[config.mk]
export PLATFORM = sky130hd
export DESIGN_NAME = debug_uart_status_irq_regs
export DESIGN_NICKNAME = d
export VERILOG_FILES = /design/src/shared/dbg_uart_pkg.sv /design/src/rtl/pair_buffer.sv /design/src/rtl/uart_rx_core.sv /design/src/rtl/debug_uart_status_irq_regs.sv
export VERILOG_INCLUDE_DIRS = /design/src /design/src/shared
export SDC_FILE = /design/constraint.sdc
export NUM_CORES = 1
export LEC_CHECK = 0
export CAP_MARGIN = 20
export CELL_PAD_IN_SITES_DETAIL_PLACEMENT = 1
export CELL_PAD_IN_SITES_GLOBAL_PLACEMENT = 2
export CORE_ASPECT_RATIO = 1.4
export CORE_MARGIN = 2
export CORE_UTILIZATION = 30
export DETAILED_ROUTE_END_ITERATION = 16
export DONT_BUFFER_PORTS = 1
export GPL_ROUTABILITY_DRIVEN = 0
export PLACE_DENSITY = 0.67
export SLEW_MARGIN = 20
export SYNTH_ARGS = -nofsm -noshare
export SYNTH_HDL_FRONTEND = slang
export SYNTH_SLANG_ARGS = --single-unit
[constraint.sdc]
create_clock -name ref_clk -period 10.7 [get_ports ref_clk]
set_input_delay 1.07 -clock ref_clk [delete_from_list [all_inputs] [get_ports ref_clk]]
set_output_delay 1.07 -clock ref_clk [all_outputs]
set_load 0.03 [all_outputs]
[src/shared/dbg_uart_map.svh]
`ifndef DBG_UART_MAP_SVH
`define DBG_UART_MAP_SVH

// Register byte offsets
`define UR_OFS_CTRL   8'h00
`define UR_OFS_MODE   8'h04
`define UR_OFS_IEN    8'h08
`define UR_OFS_IDIS   8'h0c
`define UR_OFS_IMASK  8'h10
`define UR_OFS_STAT   8'h14
`define UR_OFS_RHOLD  8'h18
`define UR_OFS_THOLD  8'h1c
`define UR_OFS_BAUD   8'h20

// Control command bits
`define UR_B_RST_RX   2
`define UR_B_RST_TX   3
`define UR_B_RX_ON    4
`define UR_B_RX_OFF   5
`define UR_B_TX_ON    6
`define UR_B_TX_OFF   7
`define UR_B_CLR_ERR  8

// Status and mask bit positions
`define UR_S_RX_PEND  0
`define UR_S_TX_FREE  1
`define UR_S_RX_DMA   3
`define UR_S_TX_DMA   4
`define UR_S_OVR      5
`define UR_S_FRAME    6
`define UR_S_PAR      7
`define UR_S_TX_IDLE  9
`define UR_S_TX_DRAIN 11
`define UR_S_RX_FILL  12
`define UR_S_DCC_WR   30
`define UR_S_DCC_RD   31
`define UR_SRC_MASK   32'hc0001afb

// Mode and baud fields, reset values
`define UR_PAR_LSB    9
`define UR_PAR_W      3
`define UR_MODE_RST   3'h0
`define UR_BAUD_W     16
`define UR_BAUD_RST   16'h0000
`define UR_MASK_RST   32'h00000000

// Line timing in oversampling ticks, and the index of the last data bit
`define UR_OVS_LAST   4'hf
`define UR_OVS_MID    4'h7
`define UR_LAST_BIT   3'h7

`endif

[src/shared/dbg_uart_pkg.sv]
package dbg_uart_pkg;
  typedef logic [7:0] char_t;
  typedef enum logic [2:0] {
    LN_IDLE  = 3'h0,
    LN_START = 3'h1,
    LN_DATA  = 3'h2,
    LN_PAR   = 3'h3,
    LN_STOP  = 3'h4
  } line_state_e;

  // Mode bit 2 high means no parity bit on the line
  function automatic logic par_on(input logic [2:0] mode);
    return !mode[2];
  endfunction

  // Even, odd, forced space, forced mark
  function automatic logic par_calc(input logic [2:0] mode, input char_t d);
    unique case (mode[1:0])
      2'h0: return ^d;
      2'h1: return ~^d;
      2'h2: return 1'b0;
      2'h3: return 1'b1;
    endcase
  endfunction
endpackage

[src/rtl/pair_buffer.sv]
`timescale 1ns/1ps
`default_nettype none
module pair_buffer #(
  parameter int WIDTH = 8
) (
  input  wire logic             ref_clk,
  input  wire logic             nrst,
  input  wire logic             flush,
  input  wire logic             in_valid,
  output logic                  in_ready,
  input  wire logic [WIDTH-1:0] in_data,
  output logic                  out_valid,
  input  wire logic             out_ready,
  output logic      [WIDTH-1:0] out_data
);
  logic [WIDTH-1:0] slot_ff [2];
  logic             wptr_ff;
  logic             rptr_ff;
  logic [1:0]       count_ff;
  logic             push;
  logic             pop;

  // Honest full and empty from the occupancy count
  assign in_ready  = (count_ff != 2'h2);
  assign out_valid = (count_ff != 2'h0);
  assign out_data  = slot_ff[rptr_ff];
  assign push      = in_valid && in_ready;
  assign pop       = out_valid && out_ready;

  // Storage has no reset; only the count matters
  always_ff @(posedge ref_clk) begin
    if (push) begin
      slot_ff[wptr_ff] <= in_data;
    end
  end

  // Pointers and count; flush drops both entries
  always_ff @(posedge ref_clk or negedge nrst) begin
    if (!nrst) begin
      wptr_ff  <= 1'b0;
      rptr_ff  <= 1'b0;
      count_ff <= 2'h0;
    end else if (flush) begin
      wptr_ff  <= 1'b0;
      rptr_ff  <= 1'b0;
      count_ff <= 2'h0;
    end else begin
      if (push) wptr_ff <= ~wptr_ff;
      if (pop) rptr_ff <= ~rptr_ff;
      count_ff <= count_ff + {1'b0, push} - {1'b0, pop};
    end
  end
endmodule
`default_nettype wire

[src/rtl/uart_rx_core.sv]
`timescale 1ns/1ps
`default_nettype none
`include "dbg_uart_map.svh"
module uart_rx_core (
  input  wire logic                ref_clk,
  input  wire logic                nrst,
  input  wire logic                clear,
  input  wire logic                enable,
  input  wire logic                tick16,
  input  wire logic                rxd,
  input  wire logic [2:0]          par_mode,
  output logic                     char_valid,
  output dbg_uart_pkg::char_t      char_data,
  output logic                     frame_err,
  output logic                     par_err
);
  dbg_uart_pkg::line_state_e state_ff;
  logic [3:0]                cnt_ff;
  logic [2:0]                bit_ff;
  logic                      par_bad_ff;

  // Enable is only looked at before a start bit, so a
  // disable lets the current character finish
  always_ff @(posedge ref_clk or negedge nrst) begin
    if (!nrst) begin
      state_ff   <= dbg_uart_pkg::LN_IDLE;
      cnt_ff     <= 4'h0;
      bit_ff     <= 3'h0;
      par_bad_ff <= 1'b0;
      char_data  <= 8'h00;
      char_valid <= 1'b0;
      frame_err  <= 1'b0;
      par_err    <= 1'b0;
    end else begin
      char_valid <= 1'b0;
      frame_err  <= 1'b0;
      par_err    <= 1'b0;
      if (clear) begin
        state_ff <= dbg_uart_pkg::LN_IDLE;
      end else unique case (state_ff)
        dbg_uart_pkg::LN_IDLE: begin
          cnt_ff     <= 4'h0;
          par_bad_ff <= 1'b0;
          if (enable && !rxd) state_ff <= dbg_uart_pkg::LN_START;
        end
        dbg_uart_pkg::LN_START: if (tick16) begin
          cnt_ff <= cnt_ff + 4'h1;
          // Mid-bit recheck rejects short glitches
          if (cnt_ff == `UR_OVS_MID) begin
            cnt_ff   <= 4'h0;
            bit_ff   <= 3'h0;
            state_ff <= rxd ? dbg_uart_pkg::LN_IDLE : dbg_uart_pkg::LN_DATA;
          end
        end
        dbg_uart_pkg::LN_DATA: if (tick16) begin
          cnt_ff <= cnt_ff + 4'h1;
          if (cnt_ff == `UR_OVS_LAST) begin
            char_data <= {rxd, char_data[7:1]};
            bit_ff    <= bit_ff + 3'h1;
            if (bit_ff == `UR_LAST_BIT) begin
              state_ff <= dbg_uart_pkg::par_on(par_mode) ? dbg_uart_pkg::LN_PAR : dbg_uart_pkg::LN_STOP;
            end
          end
        end
        dbg_uart_pkg::LN_PAR: if (tick16) begin
          cnt_ff <= cnt_ff + 4'h1;
          if (cnt_ff == `UR_OVS_LAST) begin
            par_bad_ff <= (rxd != dbg_uart_pkg::par_calc(par_mode, char_data));
            state_ff   <= dbg_uart_pkg::LN_STOP;
          end
        end
        dbg_uart_pkg::LN_STOP: if (tick16) begin
          cnt_ff <= cnt_ff + 4'h1;
          if (cnt_ff == `UR_OVS_LAST) begin
            char_valid <= 1'b1;
            frame_err  <= !rxd;
            par_err    <= par_bad_ff;
            state_ff   <= dbg_uart_pkg::LN_IDLE;
          end
        end
        default: state_ff <= dbg_uart_pkg::LN_IDLE;
      endcase
    end
  end
endmodule
`default_nettype wire

[src/rtl/debug_uart_status_irq_regs.sv]
// Design decisions made here: the strobed register port and the register offsets.
`timescale 1ns/1ps
`default_nettype none
`include "dbg_uart_map.svh"
// How it works
// RQ1 - Writing ones to irq_disable clears those mask bits; zeros change nothing.
// RQ2 - irq_mask reads back the enabled sources at status bit positions.
// RQ3 - Receive pending sets on holding load; clears on read or receiver disable.
// RQ4 - Holding free is low while a char waits or transmitter is off.
// RQ5 - Status bit 3 follows the receive DMA end-of-transfer input.
// RQ6 - Status bit 4 follows the transmit DMA end-of-transfer input.
// RQ7 - Overrun flag sets on any overrun, holds until error clear command.
// RQ8 - Framing flag sets on any framing error, holds until error clear.
// RQ9 - Parity flag sets on any parity error, holds until error clear.
// RQ10 - Transmit idle only with empty holding, no shifting, transmitter on.
// RQ11 - Status bit 11 follows the transmit DMA buffer-drained input.
// RQ12 - Status bit 12 follows the receive DMA buffer-filled input.
// RQ13 - Status bit 30 follows the core's channel write status.
// RQ14 - Status bit 31 follows the core's channel read status.
// RQ15 - rx_holding shows the last received character in its low byte.
// RQ16 - Software writes tx_holding only while holding is free; the code accepts any write while the transmitter is on.
// RQ17 - Error clear command bit clears parity, framing and overrun flags.
// RQ18 - Writing ones to irq_enable sets those mask bits; zeros change nothing.
// RQ19 - Interrupt is high while any status bit meets its mask bit.
module debug_uart_status_irq_regs #(
  parameter int ADDR_W = 8
) (
  input  wire logic              ref_clk,
  input  wire logic              nrst,
  input  wire logic [ADDR_W-1:0] reg_addr,
  input  wire logic [31:0]       reg_wdata,
  input  wire logic              reg_wr,
  input  wire logic              reg_rd,
  output logic      [31:0]       reg_rdata,
  input  wire logic              rxd,
  output logic                   txd,
  input  wire logic              rx_dma_transfer_done,
  input  wire logic              tx_dma_transfer_done,
  input  wire logic              tx_dma_buffer_drained,
  input  wire logic              rx_dma_buffer_filled,
  input  wire logic              dcc_write_status,
  input  wire logic              dcc_read_status,
  output logic                   irq
);
  logic [31:0]               mask_ff;
  logic [31:0]               status_w;
  logic [31:0]               rd_data_ff;
  logic                      rx_en_ff;
  logic                      tx_en_ff;
  logic [`UR_PAR_W-1:0]      mode_par_ff;
  logic [`UR_BAUD_W-1:0]     baud_div_ff;
  logic [`UR_BAUD_W-1:0]     baud_cnt_ff;
  logic                      tick16;
  logic [2:0]                rxd_sync_ff;
  logic                      rxd_filt_ff;
  logic                      rx_char_valid;
  dbg_uart_pkg::char_t       rx_char_data;
  logic                      rx_frame_err;
  logic                      rx_par_err;
  logic                      rxbuf_in_ready;
  logic                      rxbuf_out_valid;
  dbg_uart_pkg::char_t       rxbuf_out_data;
  logic                      rhr_load;
  dbg_uart_pkg::char_t       rhr_ff;
  logic                      rx_pend_ff;
  logic [2:0]                err_ff;
  logic [2:0]                err_evt;
  logic                      thr_full_ff;
  dbg_uart_pkg::char_t       thr_data_ff;
  logic                      tx_load;
  dbg_uart_pkg::line_state_e tx_state_ff;
  logic [3:0]                tx_cnt_ff;
  logic [2:0]                tx_bit_ff;
  dbg_uart_pkg::char_t       tx_shift_ff;
  logic                      tx_par_ff;
  // Address match, shared by all strobe decodes
  function automatic logic hit(input logic [ADDR_W-1:0] a, input logic [7:0] ofs);
    return a == ADDR_W'(ofs);
  endfunction
  logic wr_ctrl, wr_mode, wr_ien, wr_idis, wr_thold, wr_baud, rd_rhold;
  logic cmd_rst_rx, cmd_rst_tx, cmd_rx_on, cmd_rx_off, cmd_tx_on, cmd_tx_off, cmd_clr_err;
  // Write strobes, the holding read strobe and control commands
  assign wr_ctrl     = reg_wr && hit(reg_addr, `UR_OFS_CTRL);
  assign wr_mode     = reg_wr && hit(reg_addr, `UR_OFS_MODE);
  assign wr_ien      = reg_wr && hit(reg_addr, `UR_OFS_IEN);
  assign wr_idis     = reg_wr && hit(reg_addr, `UR_OFS_IDIS);
  assign wr_thold    = reg_wr && hit(reg_addr, `UR_OFS_THOLD);
  assign wr_baud     = reg_wr && hit(reg_addr, `UR_OFS_BAUD);
  assign rd_rhold    = reg_rd && hit(reg_addr, `UR_OFS_RHOLD);
  assign cmd_rst_rx  = wr_ctrl && reg_wdata[`UR_B_RST_RX];
  assign cmd_rst_tx  = wr_ctrl && reg_wdata[`UR_B_RST_TX];
  assign cmd_rx_on   = wr_ctrl && reg_wdata[`UR_B_RX_ON];
  assign cmd_rx_off  = wr_ctrl && reg_wdata[`UR_B_RX_OFF];
  assign cmd_tx_on   = wr_ctrl && reg_wdata[`UR_B_TX_ON];
  assign cmd_tx_off  = wr_ctrl && reg_wdata[`UR_B_TX_OFF];
  assign cmd_clr_err = wr_ctrl && reg_wdata[`UR_B_CLR_ERR];
  // Enables: disable and reset win over enable in one write
  always_ff @(posedge ref_clk or negedge nrst) begin
    if (!nrst) begin
      rx_en_ff <= 1'b0;
      tx_en_ff <= 1'b0;
    end else begin
      if (cmd_rst_rx || cmd_rx_off) rx_en_ff <= 1'b0;
      else if (cmd_rx_on) rx_en_ff <= 1'b1;
      if (cmd_rst_tx || cmd_tx_off) tx_en_ff <= 1'b0;
      else if (cmd_tx_on) tx_en_ff <= 1'b1;
    end
  end
  // Mode and divisor registers
  always_ff @(posedge ref_clk or negedge nrst) begin
    if (!nrst) begin
      mode_par_ff <= `UR_MODE_RST;
      baud_div_ff <= `UR_BAUD_RST;
    end else begin
      if (wr_mode) mode_par_ff <= reg_wdata[`UR_PAR_LSB +: `UR_PAR_W];
      if (wr_baud) baud_div_ff <= reg_wdata[`UR_BAUD_W-1:0];
    end
  end
  // Interrupt mask: set and clear registers, never both in one cycle
  always_ff @(posedge ref_clk or negedge nrst) begin
    if (!nrst) begin
      mask_ff <= `UR_MASK_RST;
    end else if (wr_ien) begin
      mask_ff <= mask_ff | (reg_wdata & `UR_SRC_MASK); // RQ18
    end else if (wr_idis) begin
      mask_ff <= mask_ff & ~(reg_wdata & `UR_SRC_MASK); // RQ1
    end
  end
  // Sixteen-times tick; divisor 0 stops it, 1 ticks every cycle
  assign tick16 = (baud_div_ff != `UR_BAUD_RST) && (baud_cnt_ff == baud_div_ff - 16'h0001);
  always_ff @(posedge ref_clk or negedge nrst) begin
    if (!nrst) baud_cnt_ff <= `UR_BAUD_RST;
    else if (tick16 || baud_div_ff == `UR_BAUD_RST) baud_cnt_ff <= `UR_BAUD_RST;
    else baud_cnt_ff <= baud_cnt_ff + 16'h0001;
  end
  // Three-stage pin synchroniser; a level counts once stages two and three agree
  always_ff @(posedge ref_clk or negedge nrst) begin
    if (!nrst) begin
      rxd_sync_ff <= 3'h7;
      rxd_filt_ff <= 1'b1;
    end else begin
      rxd_sync_ff <= {rxd_sync_ff[1:0], rxd};
      if (rxd_sync_ff[1] == rxd_sync_ff[2]) rxd_filt_ff <= rxd_sync_ff[2];
    end
  end
  uart_rx_core u_rx (
    .ref_clk    (ref_clk),
    .nrst       (nrst),
    .clear      (cmd_rst_rx),
    .enable     (rx_en_ff),
    .tick16     (tick16),
    .rxd        (rxd_filt_ff),
    .par_mode   (mode_par_ff),
    .char_valid (rx_char_valid),
    .char_data  (rx_char_data),
    .frame_err  (rx_frame_err),
    .par_err    (rx_par_err)
  );
  // Two characters of slack between line and holding register
  pair_buffer #(.WIDTH(8)) u_rxbuf (
    .ref_clk   (ref_clk),
    .nrst      (nrst),
    .flush     (cmd_rst_rx),
    .in_valid  (rx_char_valid),
    .in_ready  (rxbuf_in_ready),
    .in_data   (rx_char_data),
    .out_valid (rxbuf_out_valid),
    .out_ready (rhr_load),
    .out_data  (rxbuf_out_data)
  );
  // Holding refills in the read cycle itself, so a back-to-back read sees the next char
  assign rhr_load = rxbuf_out_valid && rx_en_ff && (!rx_pend_ff || rd_rhold);
  always_ff @(posedge ref_clk or negedge nrst) begin
    if (!nrst) begin
      rhr_ff     <= 8'h00;
      rx_pend_ff <= 1'b0;
    end else begin
      if (rhr_load) rhr_ff <= rxbuf_out_data; // RQ15
      if (!rx_en_ff) rx_pend_ff <= 1'b0; // RQ3
      else if (rhr_load) rx_pend_ff <= 1'b1; // RQ3
      else if (rd_rhold) rx_pend_ff <= 1'b0; // RQ3
    end
  end
  // Sticky errors; a new event beats a clear in the same cycle
  assign err_evt = {rx_par_err, rx_frame_err, rx_char_valid && !rxbuf_in_ready};
  always_ff @(posedge ref_clk or negedge nrst) begin
    if (!nrst) err_ff <= 3'h0;
    else err_ff <= (err_ff & ~{3{cmd_clr_err}}) | err_evt; // RQ7 RQ8 RQ9 RQ17
  end

  // Transmit holding; a write while disabled is dropped
  assign tx_load = thr_full_ff && (tx_state_ff == dbg_uart_pkg::LN_IDLE);
  always_ff @(posedge ref_clk or negedge nrst) begin
    if (!nrst) begin
      thr_full_ff <= 1'b0;
      thr_data_ff <= 8'h00;
    end else if (cmd_rst_tx) begin
      thr_full_ff <= 1'b0;
    end else if (wr_thold && tx_en_ff) begin
      thr_full_ff <= 1'b1; // RQ4
      thr_data_ff <= reg_wdata[7:0];
    end else if (tx_load) begin
      thr_full_ff <= 1'b0;
    end
  end

  // Shifter runs on after disable so queued characters still go out
  always_ff @(posedge ref_clk or negedge nrst) begin
    if (!nrst) begin
      tx_state_ff <= dbg_uart_pkg::LN_IDLE;
      tx_cnt_ff   <= 4'h0;
      tx_bit_ff   <= 3'h0;
      tx_shift_ff <= 8'h00;
      tx_par_ff   <= 1'b0;
      txd         <= 1'b1;
    end else if (cmd_rst_tx) begin
      tx_state_ff <= dbg_uart_pkg::LN_IDLE;
      txd         <= 1'b1;
    end else unique case (tx_state_ff)
      dbg_uart_pkg::LN_IDLE: begin
        txd       <= 1'b1;
        tx_cnt_ff <= 4'h0;
        if (tx_load) begin
          tx_shift_ff <= thr_data_ff;
          tx_par_ff   <= dbg_uart_pkg::par_calc(mode_par_ff, thr_data_ff);
          tx_state_ff <= dbg_uart_pkg::LN_START;
          txd         <= 1'b0;
        end
      end
      dbg_uart_pkg::LN_START: if (tick16) begin
        tx_cnt_ff <= tx_cnt_ff + 4'h1;
        if (tx_cnt_ff == `UR_OVS_LAST) begin
          txd         <= tx_shift_ff[0];
          tx_bit_ff   <= 3'h0;
          tx_state_ff <= dbg_uart_pkg::LN_DATA;
        end
      end
      dbg_uart_pkg::LN_DATA: if (tick16) begin
        tx_cnt_ff <= tx_cnt_ff + 4'h1;
        if (tx_cnt_ff == `UR_OVS_LAST) begin
          tx_bit_ff <= tx_bit_ff + 3'h1;
          if (tx_bit_ff != `UR_LAST_BIT) begin
            tx_shift_ff <= {1'b0, tx_shift_ff[7:1]};
            txd         <= tx_shift_ff[1];
          end else if (dbg_uart_pkg::par_on(mode_par_ff)) begin
            txd         <= tx_par_ff;
            tx_state_ff <= dbg_uart_pkg::LN_PAR;
          end else begin
            txd         <= 1'b1;
            tx_state_ff <= dbg_uart_pkg::LN_STOP;
          end
        end
      end
      dbg_uart_pkg::LN_PAR: if (tick16) begin
        tx_cnt_ff <= tx_cnt_ff + 4'h1;
        if (tx_cnt_ff == `UR_OVS_LAST) begin
          txd         <= 1'b1;
          tx_state_ff <= dbg_uart_pkg::LN_STOP;
        end
      end
      dbg_uart_pkg::LN_STOP: if (tick16) begin
        tx_cnt_ff <= tx_cnt_ff + 4'h1;
        if (tx_cnt_ff == `UR_OVS_LAST) tx_state_ff <= dbg_uart_pkg::LN_IDLE;
      end
      default: tx_state_ff <= dbg_uart_pkg::LN_IDLE;
    endcase
  end

  // Status word; DMA and channel inputs pass straight through
  always_comb begin
    status_w                 = 32'h00000000;
    status_w[`UR_S_RX_PEND]  = rx_pend_ff;
    status_w[`UR_S_TX_FREE]  = tx_en_ff && !thr_full_ff; // RQ4
    status_w[`UR_S_RX_DMA]   = rx_dma_transfer_done; // RQ5
    status_w[`UR_S_TX_DMA]   = tx_dma_transfer_done; // RQ6
    status_w[`UR_S_OVR]      = err_ff[0];
    status_w[`UR_S_FRAME]    = err_ff[1];
    status_w[`UR_S_PAR]      = err_ff[2];
    status_w[`UR_S_TX_IDLE]  = tx_en_ff && !thr_full_ff && (tx_state_ff == dbg_uart_pkg::LN_IDLE); // RQ10
    status_w[`UR_S_TX_DRAIN] = tx_dma_buffer_drained; // RQ11
    status_w[`UR_S_RX_FILL]  = rx_dma_buffer_filled; // RQ12
    status_w[`UR_S_DCC_WR]   = dcc_write_status; // RQ13
    status_w[`UR_S_DCC_RD]   = dcc_read_status; // RQ14
  end

  assign irq = |(status_w & mask_ff); // RQ19

  // Read data stand one cycle; unmapped and idle cycles read zero
  always_ff @(posedge ref_clk or negedge nrst) begin
    if (!nrst) begin
      rd_data_ff <= 32'h00000000;
    end else if (!reg_rd) begin
      rd_data_ff <= 32'h00000000;
    end else if (hit(reg_addr, `UR_OFS_MODE)) begin
      rd_data_ff <= 32'(mode_par_ff) << `UR_PAR_LSB;
    end else if (hit(reg_addr, `UR_OFS_IMASK)) begin
      rd_data_ff <= mask_ff; // RQ2
    end else if (hit(reg_addr, `UR_OFS_STAT)) begin
      rd_data_ff <= status_w;
    end else if (hit(reg_addr, `UR_OFS_RHOLD)) begin
      rd_data_ff <= {24'h000000, rhr_ff}; // RQ15
    end else if (hit(reg_addr, `UR_OFS_BAUD)) begin
      rd_data_ff <= 32'(baud_div_ff);
    end else begin
      rd_data_ff <= 32'h00000000;
    end
  end
  assign reg_rdata = rd_data_ff;

  property p_idis_clears;
    @(posedge ref_clk) disable iff (!nrst)
    wr_idis |=> ((mask_ff & $past(reg_wdata)) == 32'h0) && ((mask_ff | $past(reg_wdata)) == ($past(mask_ff) | $past(reg_wdata)));
  endproperty
  a_idis_clears: assert property (p_idis_clears) else $error("disable write wrong"); // RQ1
  property p_ien_sets;
    @(posedge ref_clk) disable iff (!nrst)
    wr_ien |=> mask_ff == ($past(mask_ff) | ($past(reg_wdata) & `UR_SRC_MASK));
  endproperty
  a_ien_sets: assert property (p_ien_sets) else $error("enable write wrong"); // RQ18
  property p_mask_read;
    @(posedge ref_clk) disable iff (!nrst)
    reg_rd && hit(reg_addr, `UR_OFS_IMASK) |=> reg_rdata == $past(mask_ff);
  endproperty
  a_mask_read: assert property (p_mask_read) else $error("mask readback wrong"); // RQ2
  property p_rx_off;
    @(posedge ref_clk) disable iff (!nrst)
    !rx_en_ff |=> !rx_pend_ff;
  endproperty
  a_rx_off: assert property (p_rx_off) else $error("pending while disabled"); // RQ3
  property p_thr_busy;
    @(posedge ref_clk) disable iff (!nrst)
    wr_thold && !cmd_rst_tx |=> !status_w[`UR_S_TX_FREE] && !status_w[`UR_S_TX_IDLE];
  endproperty
  a_thr_busy: assert property (p_thr_busy) else $error("holding free after write"); // RQ4 RQ10
  property p_ovr_sticky;
    @(posedge ref_clk) disable iff (!nrst)
    (status_w[`UR_S_OVR] && !cmd_clr_err) || (rx_char_valid && !rxbuf_in_ready) |=> status_w[`UR_S_OVR];
  endproperty
  a_ovr_sticky: assert property (p_ovr_sticky) else $error("overrun lost"); // RQ7
  property p_frame_sticky;
    @(posedge ref_clk) disable iff (!nrst)
    (status_w[`UR_S_FRAME] && !cmd_clr_err) || rx_frame_err |=> status_w[`UR_S_FRAME];
  endproperty
  a_frame_sticky: assert property (p_frame_sticky) else $error("framing flag lost"); // RQ8
  property p_par_sticky;
    @(posedge ref_clk) disable iff (!nrst)
    (status_w[`UR_S_PAR] && !cmd_clr_err) || rx_par_err |=> status_w[`UR_S_PAR];
  endproperty
  a_par_sticky: assert property (p_par_sticky) else $error("parity flag lost"); // RQ9
  property p_err_clear;
    @(posedge ref_clk) disable iff (!nrst)
    cmd_clr_err && !rx_char_valid |=> status_w[`UR_S_PAR:`UR_S_OVR] == 3'h0;
  endproperty
  a_err_clear: assert property (p_err_clear) else $error("error clear failed"); // RQ17
  property p_pass_through;
    @(posedge ref_clk) disable iff (!nrst)
    reg_rd && hit(reg_addr, `UR_OFS_STAT) |=> {reg_rdata[31:30], reg_rdata[12:11], reg_rdata[4:3]} ==
      $past({dcc_read_status, dcc_write_status, rx_dma_buffer_filled, tx_dma_buffer_drained,
             tx_dma_transfer_done, rx_dma_transfer_done});
  endproperty
  a_pass_through: assert property (p_pass_through) else $error("status input wrong"); // RQ5 RQ6 RQ11 RQ12 RQ13 RQ14
  property p_rhold_read;
    @(posedge ref_clk) disable iff (!nrst)
    rd_rhold && rx_pend_ff |=> reg_rdata == {24'h000000, $past(rhr_ff)};
  endproperty
  a_rhold_read: assert property (p_rhold_read) else $error("holding read wrong"); // RQ15
endmodule
`default_nettype wire

# Word level (Yosys, flattened, before mapping)
# Memories as Yosys holds them, arrays and structs flattened. A register that Yosys moved wholly into a read port is not among the register bits.
# Index checks and enable logic that the tools add are counted.
[op_classes]
addsub = 8
n_eq_ne = 63
mux = 103
bitwise = 11
reduce_logical = 73
[op_table]
columns = ["op", "count"]
rows = [
  ["two-way mux 32 bit", 6],
  ["two-way mux 3 bit", 29],
  ["bitwise AND 32 bit", 2],
  ["two-way mux 16 bit", 3],
  ["inequality test 3 bit (second input constant)", 15],
  ["two-way mux 1 bit", 44],
  ["== test 8 x 5 -> 1 bit (second input constant)", 4],
  ["two-way mux 8 bit", 4],
  ["inverter 32 bit", 1],
  ["bitwise OR 32 bit", 1],
  ["OR reduction 32 bit", 1],
  ["one-hot mux 3 bit (5 select lines)", 2],
  ["logical AND 1 bit", 25],
  ["nonzero test 2 bit", 11],
  ["inequality test 2 bit (second input constant)", 10],
  ["AND reduction 10 bit", 2],
  ["inequality test 3 x 2 -> 1 bit (second input constant)", 6],
  ["AND reduction 6 bit", 3],
  ["adder 16 x 1 -> 16 bit (second input constant)", 1],
  ["== test 16 bit", 1],
  ["== test 8 x 4 -> 1 bit (second input constant)", 2],
  ["zero test 16 bit", 1],
  ["two-way mux 4 bit", 4],
  ["one-hot mux 8 bit (2 select lines)", 1],
  ["other kinds (44)", 79],
]
[totals]
reg_bits = 164
mem_bits_rw = 16
in_bits = 51
output_inout_bits = 34
elab_cells = 289
memories = 1
[mem_list]
columns = ["memory", "depth", "width", "rd", "rd_clocked_by_memory_dff", "write_ports", "line", "rtl"]
rows = [
  ["u_rxbuf.slot_ff", 2, 8, 1, 1, 1, "pair_buffer.sv:16", "logic [WIDTH-1:0] slot_ff [2];"],
]

# Depth between registers and ports, before layout
# Gate-level depths: netlist of the first run.
[logic_depth]
depth_word = 10
ltp_mapped = 14
mapped_depth_nobuf = 12

# Cells and area by module
# A second synthesis of the first run with hierarchy kept.
[unflattened]
hier_cells = 754
hier_area_um2 = 7942.6
[by_module_without_submodules]
columns = ["module", "n_inst", "cells_each", "area_per_inst_um2", "seq_area_each_um2"]
rows = [
  ["debug_uart_status_irq_regs", 1, 585, 5870.6, 2808.9],
  ["uart_rx_core", 1, 121, 1242.4, 550.5],
  ["pair_buffer", 1, 48, 829.5, 580.6],
]

# Least setup slack after synthesis of the first run
# OpenSTA, ideal clock, no wires.
[synth_timing]
kind = "input to register"
from = "in reg_addr[5]"
to = "reg u_rxbuf.count_ff[1]"
setup_time_ns = 0.130
t_arrival_ns = 3.852
required_ns = 10.570
path_slack_ns = 6.718
path_stages = 14
n_path_buf = 2
cell_sequence = "nor4b_1 nand3_1 nor2_1 nand2_1 nand2_1 and3b_1 clkbuf_1 buf_1 ha_1 inv_1 ha_1 xor2_1 xnor2_1 nor2_1"
[synth_between]
elab_chain_len = 7
elab_cells_between_ends = 10
cone_classes = "add/sub: 1; eq/ne: 1; mux: 1; reduce/logical: 7"
[synth_lines]
columns = ["element", "line", "rtl"]
rows = [
  ["from (decl)", "debug_uart_status_irq_regs.sv:30", "input wire logic [ADDR_W-1:0] reg_addr,"],
  ["== test 8 x 5 -> 1 bit", "debug_uart_status_irq_regs.sv:78", "return a == ADDR_W'(ofs);"],
  ["logical AND 1 bit", "debug_uart_status_irq_regs.sv:89", "assign rd_rhold = reg_rd && hit(reg_addr, `UR_OFS_RHOLD);"],
  ["logical OR 1 bit", "debug_uart_status_irq_regs.sv:172", "assign rhr_load = rxbuf_out_valid && rx_en_ff && (!rx_pend_ff || rd_rhold);"],
  ["logical AND 1 bit", "debug_uart_status_irq_regs.sv:172", ""],
  ["logical AND 1 bit", "pair_buffer.sv:28", "assign pop = out_valid && out_ready;"],
  ["subtractor 2 x 1 -> 2 bit", "pair_buffer.sv:50", "count_ff <= count_ff + {1'b0, push} - {1'b0, pop};"],
  ["two-way mux 2 bit *", "pair_buffer.sv:43", "end else if (flush) begin"],
  ["to (signal assigned)", "pair_buffer.sv:50", ""],
  ["to (decl)", "pair_buffer.sv:19", "logic [1:0] count_ff;"],
]
# Mark *: on every way between the ends. The rest lies on a longest branch, timed or not.
# A chain may end at the register's enable or synchronous reset.

# Worst setup path after layout of the first run
[layout_timing]
from = "reg baud_div_ff[0]"
to = "reg u_rx.char_data[6]"
[layout_between]
elab_chain_len = 4
elab_cells_between_ends = 5
cone_classes = "add/sub: 1; eq/ne: 1; reduce/logical: 3"
[layout_lines]
columns = ["element", "line", "rtl"]
rows = [
  ["from (decl)", "debug_uart_status_irq_regs.sv:51", "logic [`UR_BAUD_W-1:0] baud_div_ff;"],
  ["from (signal assigned)", "debug_uart_status_irq_regs.sv:113", "baud_div_ff <= `UR_BAUD_RST;"],
  ["from (signal assigned)", "debug_uart_status_irq_regs.sv:116", "if (wr_baud) baud_div_ff <= reg_wdata[`UR_BAUD_W-1:0];"],
  ["subtractor 16 x 1 -> 16 bit", "debug_uart_status_irq_regs.sv:130", "assign tick16 = (baud_div_ff != `UR_BAUD_RST) && (baud_cnt_ff == baud_div_ff - 16'h0001);"],
  ["== test 16 bit", "debug_uart_status_irq_regs.sv:130", ""],
  ["logical AND 1 bit *", "debug_uart_status_irq_regs.sv:130", ""],
  ["AND reduction 4 bit (no line) *", "-", ""],
  ["to (signal assigned)", "uart_rx_core.sv:58", "char_data <= {rxd, char_data[7:1]};"],
  ["to (decl)", "uart_rx_core.sv:13", "output dbg_uart_pkg::char_t char_data,"],
]
# Marks and branches as above.

==> reports/metrics.yaml, run 1 <==
grt:
  grt_antenna_before_repair: 1
  globalRouteTotalUtil_pct: 17.5
  grt_max_degree: 139
  wire_length_of_the_first_global_routing_pass_um: 36900
  grt_remaining_overflow: 0
  first_global_vias: 6236
cts:
  post_cts_hold_buffer_count: 0
  cts.sinks: 154
  max-clock-path-buffers: 2
  htree_levels: 4
  clock-root-buffer: "sky130_fd_sc_hd__clkbuf_16"
  cts-resized-gates: 0
  cts.reportedPaths.clkPinSlew_ns: 0.07
  cts_inserted_buffers: 17
  worst_skew_pair.late_latency_ns: 0.44
  post_cts_setup_repair_bufs: 0
  cts_tree: "done"
route:
  routed_wire_length_per_instance_um: 21.2
  routed_wl_um: 23500
  viasPerCell: 5.30
  via_count: 5885
  first_iteration_detailed_routing_drc_count: 271
  final_antenna_net_count: 0
  route.detailed.drc: 0
  drt_pre_antenna_iters: 4
job:
  max-cap-violations: 0
yosys:
  post_synthesis_cell_type_count: 73
  ys_ff_latch: 154
  synth-async-reset-ratio_pct: 89.6
  dominantRegCellSynth: "sky130_fd_sc_hd__dfrtp_1"
  yosys.area.top_type: "sky130_fd_sc_hd__dfrtp_1"
  synth.yosys.seq_area_share_pct: 49.6
  synthesis.area_per_instance_um2: 10.2
  ys_warn_count: 0
  syn-instance-count: 782
  yosys-top-cells-area: "sky130_fd_sc_hd__dfrtp_1, sky130_fd_sc_hd__edfxtp_1, sky130_fd_sc_hd__mux2_2"
  synth_edf_count: 16
  synth.top_cell.area_share_pct: 41.9
  post_synth_instance_area_mm2: 0.00794
worst_setup_path:
  cpLargestDelayFamily: "simple AND/OR/NAND/NOR gates"
  worstPathArrival_ns: 4.68
  critical_path.cell_chain: "inv_1 -> ha_1 -> or4b_4 -> nor4_2 -> or4_1 -> a211o_1 -> or4_1 -> nor3_1 -> nand4b_1 -> mux2_2"
  timing.critical_path.slowest_cell_delay_ns: 0.70
  worst-path-max-fanout: 9
  critPathRequiredTime_ns: 11.02
  sort_of_element_at_the_start_of_the_critical_path: "flip-flop"
  critical_path.endpoint_type: "flip-flop"
  crit_top_cell: "sky130_fd_sc_hd__or4_1"
  worst_path_max_delay_cell: "sky130_fd_sc_hd__or4_1"
  worst-setup-path-type: "flip-flop to flip-flop"
  timing.critical_path.buf_inv: 1
timing:
  finalSetupViolations: 0
  peak_freq_mhz: 229
  final-hold-violation-count: 0
  finalCriticalPeriod_ns: 4.36
  final.setup.tns_ns: 0
  grt_setup_unrepaired: "false"
  final.period_utilization_pct: 40.8
  skew_ns: 0.0129
  timing_worst_slew_pin_value_ns: 0.886
  slew_headroom_pct: 40.8
  timing.final.max_slew_violations: 0
outcome:
  run_status: "finished clean"
finish:
  final_cell_area_mm2: 0.00877
  fraction_of_final_layout_cells_sized_beyond_drive_strength_1_pct: 12.0
  layout_common_cells: "sky130_fd_sc_hd__dfrtp_1, sky130_fd_sc_hd__nor2_1, sky130_fd_sc_hd__nand2_1, sky130_fd_sc_hd__a21oi_1, sky130_fd_sc_hd__mux2_2"
  net_total_in_the_final_layout: 835
  insertedDiodeCount: 0
  synthToLayoutAreaGrowth_pct: 10.4
  layout.cells.most_common: "sky130_fd_sc_hd__dfrtp_1"
  final_cell_count_no_fill: 1110
placement:
  place.detailed.instances: 1078
  port_buffers: 0
  detailed_place_hpwl_um: 17400
  placedInstanceArea_mm2: 0.00818
floorplan:
  placeableCoreArea_mm2: 0.0261
  io_pins: 85
  die_h_um: 197
  die-width_um: 142
  rows: 70
  die_outline_area_mm2: 0.0278
  starting_density_pct: 30.4
hold_path:
  worst_min_delay_path_class: "input pin to async pin"
pwr:
  pwr_density_cell_mw_per_mm2: 162
  max-vdd-ir-drop_mv: 0.0679
  p_leak_nw: 3.76
## cells by family (layout without fill, tap and decap cells)
logic type | after synthesis | in the layout | share of synthesized area (%)
and+or+nand+nor | 285 | 285 | 18.2
DFF | 154 | 154 | 49.6
adders and majority gates | 15 | 15 | 2.24
other | 1 | 14 | 0.0472
xor gates and xnor gates | 51 | 51 | 5.62
muxes | 56 | 56 | 7.64
buffers and inverters | 74 | 65 | 4.51
AOI/OAI and AO/OA | 146 | 146 | 12.2
## power breakdown
part	switching [mW]	leakage, nW	total (mW)	internal, mW
Combinational	0.0855	1.54	0.154	0.0688
Clock	0.286	0.279	0.597	0.311
Sequential	0.0471	1.94	0.670	0.623
Total	0.419	3.76	1.42	1.00
## metal layers
metal  vias to the layer above  global-route usage [%]  wire length, µm
li1                       2764                       -                -
met1                      2980                    19.8             9450
met2                       109                    32.2            12500
met3                        30                    3.69              942
met4                         2                    6.56              591
met5                         -                       0               18
## stage by stage
| stage | hold slack (ns) | power, mW | worst slack (ns) | utilization (%) |
|---|---|---|---|---|
| after floorplan | 0.345 | 0.793 | 6.72 | - |
| after global placement | 0.348 | 0.832 | 6.07 | 31.3 |
| after detailed placement | 0.350 | 0.836 | 6.03 | 31.3 |
| after CTS | 0.307 | 1.44 | 6.25 | 33.6 |
| after global routing | 0.295 | 1.49 | 6.07 | 33.6 |
| final | 0.324 | 1.42 | 6.34 | 33.6 |
## state kept, by name, summed over array words and instances, names as in the netlist, 2 cells and up, named ones only
name	count
reg_rdata	18
baud_cnt_ff	16
baud_div_ff	16
u_rxbuf.slot_ff	16
rhr_ff	8
thr_data_ff	8
tx_shift_ff	8
u_rx.char_data	8
tx_cnt_ff	4
u_rx.cnt_ff	4
err_ff	3
mode_par_ff	3
rxd_sync_ff	3
tx_bit_ff	3
tx_state_ff	3
u_rx.bit_ff	3
u_rx.state_ff	3
u_rxbuf.count_ff	2
## synthesized netlist by cell type (11+ instances only)
| cell type | instances |
|---|---|
| sky130_fd_sc_hd__dfrtp_1 | 133 |
| sky130_fd_sc_hd__nor2_1 | 81 |
| sky130_fd_sc_hd__nand2_1 | 65 |
| sky130_fd_sc_hd__a21oi_1 | 40 |
| sky130_fd_sc_hd__mux2_2 | 37 |
| sky130_fd_sc_hd__xnor2_1 | 31 |
| sky130_fd_sc_hd__inv_1 | 28 |
| sky130_fd_sc_hd__nand3_1 | 26 |
| sky130_fd_sc_hd__nor3_1 | 25 |
| sky130_fd_sc_hd__clkbuf_1 | 23 |
| sky130_fd_sc_hd__o21ai_0 | 23 |
| sky130_fd_sc_hd__xor2_1 | 20 |
| sky130_fd_sc_hd__and3_1 | 19 |
| sky130_fd_sc_hd__mux2i_1 | 19 |
| sky130_fd_sc_hd__edfxtp_1 | 16 |
| sky130_fd_sc_hd__buf_4 | 14 |
| sky130_fd_sc_hd__a22oi_1 | 12 |
| sky130_fd_sc_hd__ha_1 | 11 |
## cell type report
cell class                 count  area, µm²
clock buffer                  17        425
inverter                      28        105
clock inverter                15        154
sequential                   154       3940
fill                        2935      17300
timing repair buffer           5       37.5
multi-input combinational    567       3700
tap                          324        405
## path summary, 6_finish.rpt
check	start	to	slack [ns]	depth (start not counted)
worst max-delay path	baud_div_ff[0]	u_rx.char_data[6]	6.34	10
worst min-delay path	nrst	baud_div_ff[15]	0.32	0
worst max register to register	baud_div_ff[0]	u_rx.char_data[6]	6.34	10
worst min register to register	rxd_sync_ff[0]	rxd_sync_ff[1]	0.36	0
max in group asynchronous	nrst	txd	10.12	0
min in group ref_clk	rxd_sync_ff[0]	rxd_sync_ff[1]	0.36	0
(Power assumes the default switching activity.)
==> run 2: changes to the inputs <==
==> constraint.sdc (replaced) <==
create_clock -name ref_clk -period 4.05 [get_ports ref_clk]
set_input_delay 0.405 -clock ref_clk [delete_from_list [all_inputs] [get_ports ref_clk]]
set_output_delay 0.405 -clock ref_clk [all_outputs]
set_load 0.03 [all_outputs]
==> run 2 against run 1 <==
Effect of this change: critical path depth increased by 3; via count increased by 0.20%; sequential cell count unchanged; core utilization increased by 0.83 points; final cell count increased by 2.2%; critical path type unchanged; critical endpoint unchanged.
==> reports/metrics.yaml, run 2 (synthesis gave the netlist of run 1 again) <==
timing:
  timing_worst_slew_pin_value_ns: 0.897  # +0.0107 ns
  timing.final.max_slew_violations: 0  # unchanged
  final.setup.tns_ns: 0  # unchanged
  slew_headroom_pct: 40.0  # -0.79 points
  grt_setup_unrepaired: "false"
  peak_freq_mhz: 265  # +15%
  final.period_utilization_pct: 93.3  # +52 points
  final-hold-violation-count: 0  # unchanged
  setup_ws_ns: 0.273  # -6.06 ns
  finalHoldWorstSlack_ns: 0.0634  # -0.261 ns
  skew_ns: 0.00921  # -0.00371 ns
  finalSetupViolations: 0  # unchanged
  finalCriticalPeriod_ns: 3.78  # -0.585 ns
route:
  viasPerCell: 5.20  # -1.9%
  final_antenna_net_count: 0  # unchanged
  drt_pre_antenna_iters: 4  # unchanged
  routed_wire_length_per_instance_um: 21.2  # +0.36%
  via_count: 5897  # +0.20%
  route.detailed.drc: 0  # unchanged
  first_iteration_detailed_routing_drc_count: 195  # -28%
  routed_wl_um: 24100  # +2.5%
cts:
  cts_tree: "done"
  cts.reportedPaths.clkPinSlew_ns: 0.07  # about the same
  clock-root-buffer: "sky130_fd_sc_hd__clkbuf_16"
  max-clock-path-buffers: 2  # unchanged
  cts_inserted_buffers: 17  # unchanged
  cts.sinks: 154  # unchanged
  htree_levels: 4  # unchanged
  worst_skew_pair.late_latency_ns: 0.44  # about the same
job:
  max-cap-violations: 0  # unchanged
worst_setup_path:
  critPathRequiredTime_ns: 4.38  # -6.64 ns
  worst-r2r-cell-count: 13  # +3
  worstPathArrival_ns: 4.11  # -0.57 ns
  critical_path.cell_chain: "inv_1 -> ha_1 -> or4b_4 -> nor4_2 -> nand3_1 -> a211o_1 -> or4_1 -> buf_4 -> nor3_1 -> buf_4 -> nand4b_1 -> buf_4 -> mux2_2"
  critical_path.endpoint_type: "flip-flop"
  worst-path-max-fanout: 8  # -1
  sort_of_element_at_the_start_of_the_critical_path: "flip-flop"
  worst_path_max_delay_cell: "sky130_fd_sc_hd__or4b_4"
  timing.critical_path.slowest_cell_delay_ns: 0.54  # -0.16 ns
  worst-setup-path-type: "flip-flop to flip-flop"
  crit_top_cell: "sky130_fd_sc_hd__buf_4"
grt:
  grt_antenna_before_repair: 0  # -1
  wire_length_of_the_first_global_routing_pass_um: 37600  # +2.1%
  globalRouteTotalUtil_pct: 18.0  # +0.49 points
  grt_remaining_overflow: 0  # unchanged
  first_global_vias: 6368  # +2.1%
  grt_max_degree: 139  # unchanged
floorplan:
  starting_density_pct: 30.4  # unchanged
  die_h_um: 197  # unchanged
  placeableCoreArea_mm2: 0.0261  # unchanged
  rows: 70  # unchanged
  die-width_um: 142  # unchanged
  io_pins: 85  # unchanged
  die_outline_area_mm2: 0.0278  # unchanged
outcome:
  run_status: "finished clean"
finish:
  largest_register_ffs: 18  # unchanged
  net_total_in_the_final_layout: 859  # +2.9%
  layout_common_cells: "sky130_fd_sc_hd__dfrtp_1, sky130_fd_sc_hd__nor2_1, sky130_fd_sc_hd__nand2_1, sky130_fd_sc_hd__a21oi_1, sky130_fd_sc_hd__mux2_2"
  synthToLayoutAreaGrowth_pct: 13.1
  layout.cells.most_common: "sky130_fd_sc_hd__dfrtp_1"
  final_core_utilization_pct: 34.4  # +0.83 points
  insertedDiodeCount: 0  # unchanged
  fraction_of_final_layout_cells_sized_beyond_drive_strength_1_pct: 14.2  # +2.2 points
  nFillCells: 2955  # +0.68%
placement:
  detailed_place_hpwl_um: 18100  # +4.0%
  port_buffers: 0  # unchanged
  dp_worst_setup_slack_ns: 0.176  # -5.85 ns
pwr:
  pwr_density_cell_mw_per_mm2: 426  # +160%
  p_leak_nw: 3.90  # +3.8%
  max-vdd-ir-drop_mv: 0.252  # +270%
  report.power.total_mw: 3.83  # +170%
hold_path:
  timing.hold.worst_path_depth: 1
  worst_min_delay_path_class: "input pin to flip-flop"
## run 2: cell types whose count changed in the layout (fill, tap and decap cells not counted), sizes merged
cell,previous run,this run
buf,5,27
inv,37,35
bufinv,0,1
clkinv,4,5
dlygate4sd3,0,2
## run 2: report_power, final
group | internal [mW] | total, mW | switching (mW)
clock network | 0.868 | 1.59 | 0.726
logic | 0.198 | 0.468 | 0.270
registers | 1.65 | 1.76 | 0.115
## run 2: per-layer routing
metal / GRT usage (%) / share of wire [%] / up-vias
met5: 0 / 0 / -
met4: 7.70 / 3.3 / 0
met3: 3.04 / 3.0 / 35
met2: 32.9 / 53 / 101
met1: 20.6 / 41 / 2963
li1: - / - / 2798
## run 2: critical path: cells and delay by family, from the launching register on
kind                       cells  cell delay [ns]
and+or+nand+nor                6             1.74
AOI/OAI and AO/OA              1             0.29
muxes                          1             0.27
adders and majority gates      1             0.29
DFF                            1             0.42
buffers and inverters          4             0.66
## run 2: path summary, 6_finish.rpt
path                                start                 to  slack (ns)
setup reg to reg           baud_div_ff[1]  u_rx.char_data[6]        0.27
setup / recovery           baud_div_ff[1]  u_rx.char_data[6]        0.27
max in group asynchronous            nrst     tx_shift_ff[1]        2.81
hold / removal                reg_addr[2]          flip-flop        0.06
hold reg to reg            rxd_sync_ff[0]     rxd_sync_ff[1]        0.36
min in group asynchronous            nrst          async pin        0.54
## run 2: metrics by stage
step / instances / instance area, µm²
floorplan: 795 / 7990
global placement: 1099 / 8340
detailed placement: 1099 / 8340
CTS: 1134 / 8970
global route: 1134 / 8980
finish: 1134 / 8980
## run 2: final cells by class
cell class | instances | area, µm² | share of cell area [%]
clock buffers | 17 | 425 | 4.74
multi-input cells | 567 | 3710 | 41.3
flip-flops and latches | 154 | 3940 | 43.9
inverters | 28 | 105 | 1.17
repair buffers | 29 | 243 | 2.70
well taps | 324 | 405 | 4.51
clock inverters | 15 | 158 | 1.75
## run 2: timing repair
item	CTS	global route
hold buffers	3	0
resized for setup	0	2
setup buffers	0	0
hold endpoints to repair	139	0
endpoints found under the setup margin	0	10
==> run 3: changes to the inputs <==
--- a/config.mk
+++ b/config.mk
@@ -19,4 +19,5 @@
 export SLEW_MARGIN = 20
 export SYNTH_ARGS = -nofsm -noshare
 export SYNTH_HDL_FRONTEND = slang
+export SYNTH_HIERARCHICAL = 1
 export SYNTH_SLANG_ARGS = --single-unit
==> run 3 against run 2 <==
Effect of this change: sequential power up 6%; clock skew down 0.0016 ns; worst hold slack improved by 0.0083 ns; combinational power grew 48%; area after synthesis stayed put; global-route usage down 1.2 points; final cell count fell by 2.6%; critical path type unchanged.
==> reports/metrics.yaml, run 3 <==
floorplan:
  die-width_um: 142  # unchanged
  die_outline_area_mm2: 0.0278  # unchanged
  placeableCoreArea_mm2: 0.0261  # unchanged
  die_h_um: 197  # unchanged
  rows: 70  # unchanged
  starting_density_pct: 30.4  # unchanged
  io_pins: 85  # unchanged
worst_setup_path:
  sort_of_element_at_the_start_of_the_critical_path: "flip-flop"
  worst-r2r-cell-count: 9  # -4
  worst-path-max-fanout: 10  # +2
  worst-setup-path-type: "flip-flop to flip-flop"
  critPathRequiredTime_ns: 4.40  # +0.02 ns
  ff2ff_setup_slack_ns: 0.16  # -0.11 ns
  r2r-end: "tx_shift_ff[5]"
  critical_path.endpoint_type: "flip-flop"
  worstReg2RegStart: "baud_div_ff[6]"
  worstPathArrival_ns: 4.24  # +0.13 ns
yosys:
  yosysMostFrequentCell: "sky130_fd_sc_hd__dfrtp_1"
  post_synth_and_or_nand_nor_area_fraction_pct: 17.0  # -1.1 points
  yosys-top-cells-area: "sky130_fd_sc_hd__dfrtp_1, sky130_fd_sc_hd__mux2_2, sky130_fd_sc_hd__edfxtp_1"
  synth-async-reset-ratio_pct: 89.6  # unchanged
  yosys-top-cells-count: "sky130_fd_sc_hd__dfrtp_1, sky130_fd_sc_hd__nor2_1, sky130_fd_sc_hd__nand2_1"
  syn-instance-count: 754  # -3.6%
  synth_edf_count: 16  # unchanged
  ys_warn_count: 6  # +6
  dominantRegCellSynth: "sky130_fd_sc_hd__dfrtp_1"
  synthMuxAreaShare_pct: 7.83  # +0.19 points
  post_synth_instance_area_mm2: 0.00794  # unchanged
  synth_xor_area_share_pct: 5.62  # about the same
  ys_ff_latch: 154  # unchanged
  post_synthesis_cell_type_count: 86  # +18%
  synth_compound_area_share_pct: 13.7  # +1.5 points
  synth_top_family_by_area: "simple AND/OR/NAND/NOR gates"
  synth.top_cell.area_share_pct: 41.9  # unchanged
  yosys.area.top_type: "sky130_fd_sc_hd__dfrtp_1"
  synth_adder_area_share_pct: 1.98  # -0.25 points
  synth.yosys.seq_area_share_pct: 49.6  # unchanged
  synthesis.area_per_instance_um2: 10.5  # +3.7%
finish:
  largest_register_ffs: 18  # unchanged
  layout.cells.most_common: "sky130_fd_sc_hd__dfrtp_1"
  layout_common_cells: "sky130_fd_sc_hd__dfrtp_1, sky130_fd_sc_hd__nor2_1, sky130_fd_sc_hd__nand2_1, sky130_fd_sc_hd__mux2_2, sky130_fd_sc_hd__xnor2_1"
  fraction_of_final_layout_cells_sized_beyond_drive_strength_1_pct: 17.1  # +2.9 points
  synthToLayoutAreaGrowth_pct: 14.1
  final_cell_area_mm2: 0.00906  # +0.88%
  final_cell_count_no_fill: 1105  # -2.6%
  net_total_in_the_final_layout: 829  # -3.5%
grt:
  grt_max_degree: 139  # unchanged
  first_global_vias: 6268  # -1.6%
  globalRouteTotalUtil_pct: 16.9  # -1.2 points
  grt_antenna_before_repair: 1  # +1
  wire_length_of_the_first_global_routing_pass_um: 35700  # -5.1%
  grt_remaining_overflow: 0  # unchanged
pwr:
  max-vdd-ir-drop_mv: 0.187  # -26%
  p_leak_nw: 3.88  # -0.50%
  pwr_density_cell_mw_per_mm2: 478  # +12%
route:
  viasPerCell: 5.27  # +1.4%
  via_count: 5828  # -1.2%
  final_antenna_net_count: 0  # unchanged
  drt_pre_antenna_iters: 4  # unchanged
  first_iteration_detailed_routing_drc_count: 236  # +21%
  routed_wire_length_per_instance_um: 20.4  # -4.0%
  routed_wl_um: 22500  # -6.4%
  route.detailed.drc: 0  # unchanged
placement:
  placedInstanceArea_mm2: 0.00833  # about the same
  port_buffers: 0  # unchanged
  place.detailed.instances: 1069  # -2.7%
  dp_worst_setup_slack_ns: 0.124  # -0.0523 ns
  detailed_place_hpwl_um: 16900  # -6.7%
cts:
  clock-root-buffer: "sky130_fd_sc_hd__clkbuf_16"
  cts.reportedPaths.clkPinSlew_ns: 0.07  # about the same
  cts_tree: "done"
  cts_inserted_buffers: 17  # unchanged
  worst_skew_pair.late_latency_ns: 0.44  # about the same
  post_cts_setup_repair_bufs: 0  # unchanged
  cts.sinks: 154  # unchanged
  max-clock-path-buffers: 2  # unchanged
  htree_levels: 4  # unchanged
timing:
  grt_setup_unrepaired: "false"
  peak_freq_mhz: 257  # -2.9%
  finalSetupViolations: 0  # unchanged
  slew_headroom_pct: 42.0  # +2.0 points
  setup_ws_ns: 0.159  # -0.114 ns
  timing_worst_slew_pin_value_ns: 0.862  # -0.0346 ns
  timing.final.max_slew_violations: 0  # unchanged
  final.setup.tns_ns: 0  # unchanged
  skew_ns: 0.00764  # -0.00158 ns
  finalCriticalPeriod_ns: 3.89  # +0.114 ns
  final.period_utilization_pct: 96.1  # +2.8 points
  final-hold-violation-count: 0  # unchanged
job:
  max-cap-violations: 0  # unchanged
hold_path:
  holdCritStartpoint: "reg_addr[2]"
  worst_min_delay_path_class: "input pin to flip-flop"
  timing.hold.worst_path_depth: 1  # unchanged
outcome:
  run_status: "finished clean"
## run 3: cell count changes in the layout (fill, tap and decap cells not counted), moves of 8 or more
cell,change
sky130_fd_sc_hd__a2bb2oi_1,+8
sky130_fd_sc_hd__nor2_1,-9
sky130_fd_sc_hd__mux2i_1,-18
sky130_fd_sc_hd__mux2_1,+8
sky130_fd_sc_hd__and3_1,-9
sky130_fd_sc_hd__inv_1,-11
sky130_fd_sc_hd__and2_1,+8
sky130_fd_sc_hd__mux2_2,+8
sky130_fd_sc_hd__a21oi_1,-24
sky130_fd_sc_hd__nand4_1,+9
## run 3: final cells by class
class	instances	area, µm²
clock buffer	19	454
antenna	1	2.50
inverter	18	67.6
multi-input combinational	548	3750
sequential	154	3940
tap	324	405
fill	2862	17000
clock inverter	13	199
timing repair buffer	28	248
## run 3: logic make-up (layout without fill, tap and decap cells)
group,after synthesis,in the layout
other,1,15
flip-flops,154,154
AND/OR/NAND/NOR,266,266
AO/OA/AOI/OAI,149,149
adder cells (fa/ha/maj),13,13
XOR/XNOR,51,51
buffers and inverters,65,78
multiplexers,55,55
## run 3: stage by stage
step / utilization, % / hold slack [ns] / total power, mW
final: 34.7 / 0.0717 / 4.33
after global routing: 34.7 / 0.0669 / 4.54
after CTS: 34.6 / 0.0541 / 4.38
after detailed placement: 31.9 / 0.119 / 2.55
after global placement: 31.9 / 0.117 / 2.50
after floorplan: - / 0.109 / 2.39
## run 3: power breakdown
part           leakage (nW)  switching, mW  internal, mW
combinational          1.58          0.378         0.316
clock                 0.313          0.690          1.08
sequential             1.98          0.181          1.68
total                  3.88           1.25          3.08
## run 3: worst max-delay path by stage
stage / start / to / slack, ns / cells past startpoint
6_report: baud_div_ff[6] / tx_shift_ff[5] / 0.16 / 9
5_1_grt: baud_div_ff[0] / u_rx/char_data[4] / 0.03 / 15
4_1_cts: baud_div_ff[6] / u_rx/par_bad_ff / 0.09 / 14
3_5_place_dp: baud_div_ff[7] / u_rx/par_bad_ff / 0.12 / 14
3_3_place_gp: baud_div_ff[7] / u_rx/char_data[0] / 0.15 / 13
2_1_floorplan: baud_div_ff[5] / u_rx/char_data[0] / 0.10 / 12
## run 3: critical path, stage by stage, from the launching register on
cell and delay (ns):
sky130_fd_sc_hd__dfrtp_1 0.39, sky130_fd_sc_hd__or4_1 0.56, sky130_fd_sc_hd__or4_1 0.54, sky130_fd_sc_hd__a2111oi_2 0.37, sky130_fd_sc_hd__nand4_1 0.25, sky130_fd_sc_hd__or4_1 0.52, sky130_fd_sc_hd__nor4_2 0.52, sky130_fd_sc_hd__buf_4 0.27
sky130_fd_sc_hd__o21a_4 0.20, sky130_fd_sc_hd__a2bb2oi_1 0.18
## run 3: what timing repair did
item | CTS | global route
endpoints found under the setup margin | 0 | 17
hold buffers | 3 | 0
gates resized for setup | 0 | 4
hold endpoints to repair | 139 | 0
## run 3: layer usage
metal | up-vias | track usage, % | routed length (µm)
met5 | - | 0 | 0
met4 | 0 | 7.07 | 760
met3 | 39 | 4.86 | 1270
met2 | 113 | 30.9 | 11900
met1 | 2958 | 18.0 | 8570
li1 | 2718 | - | -
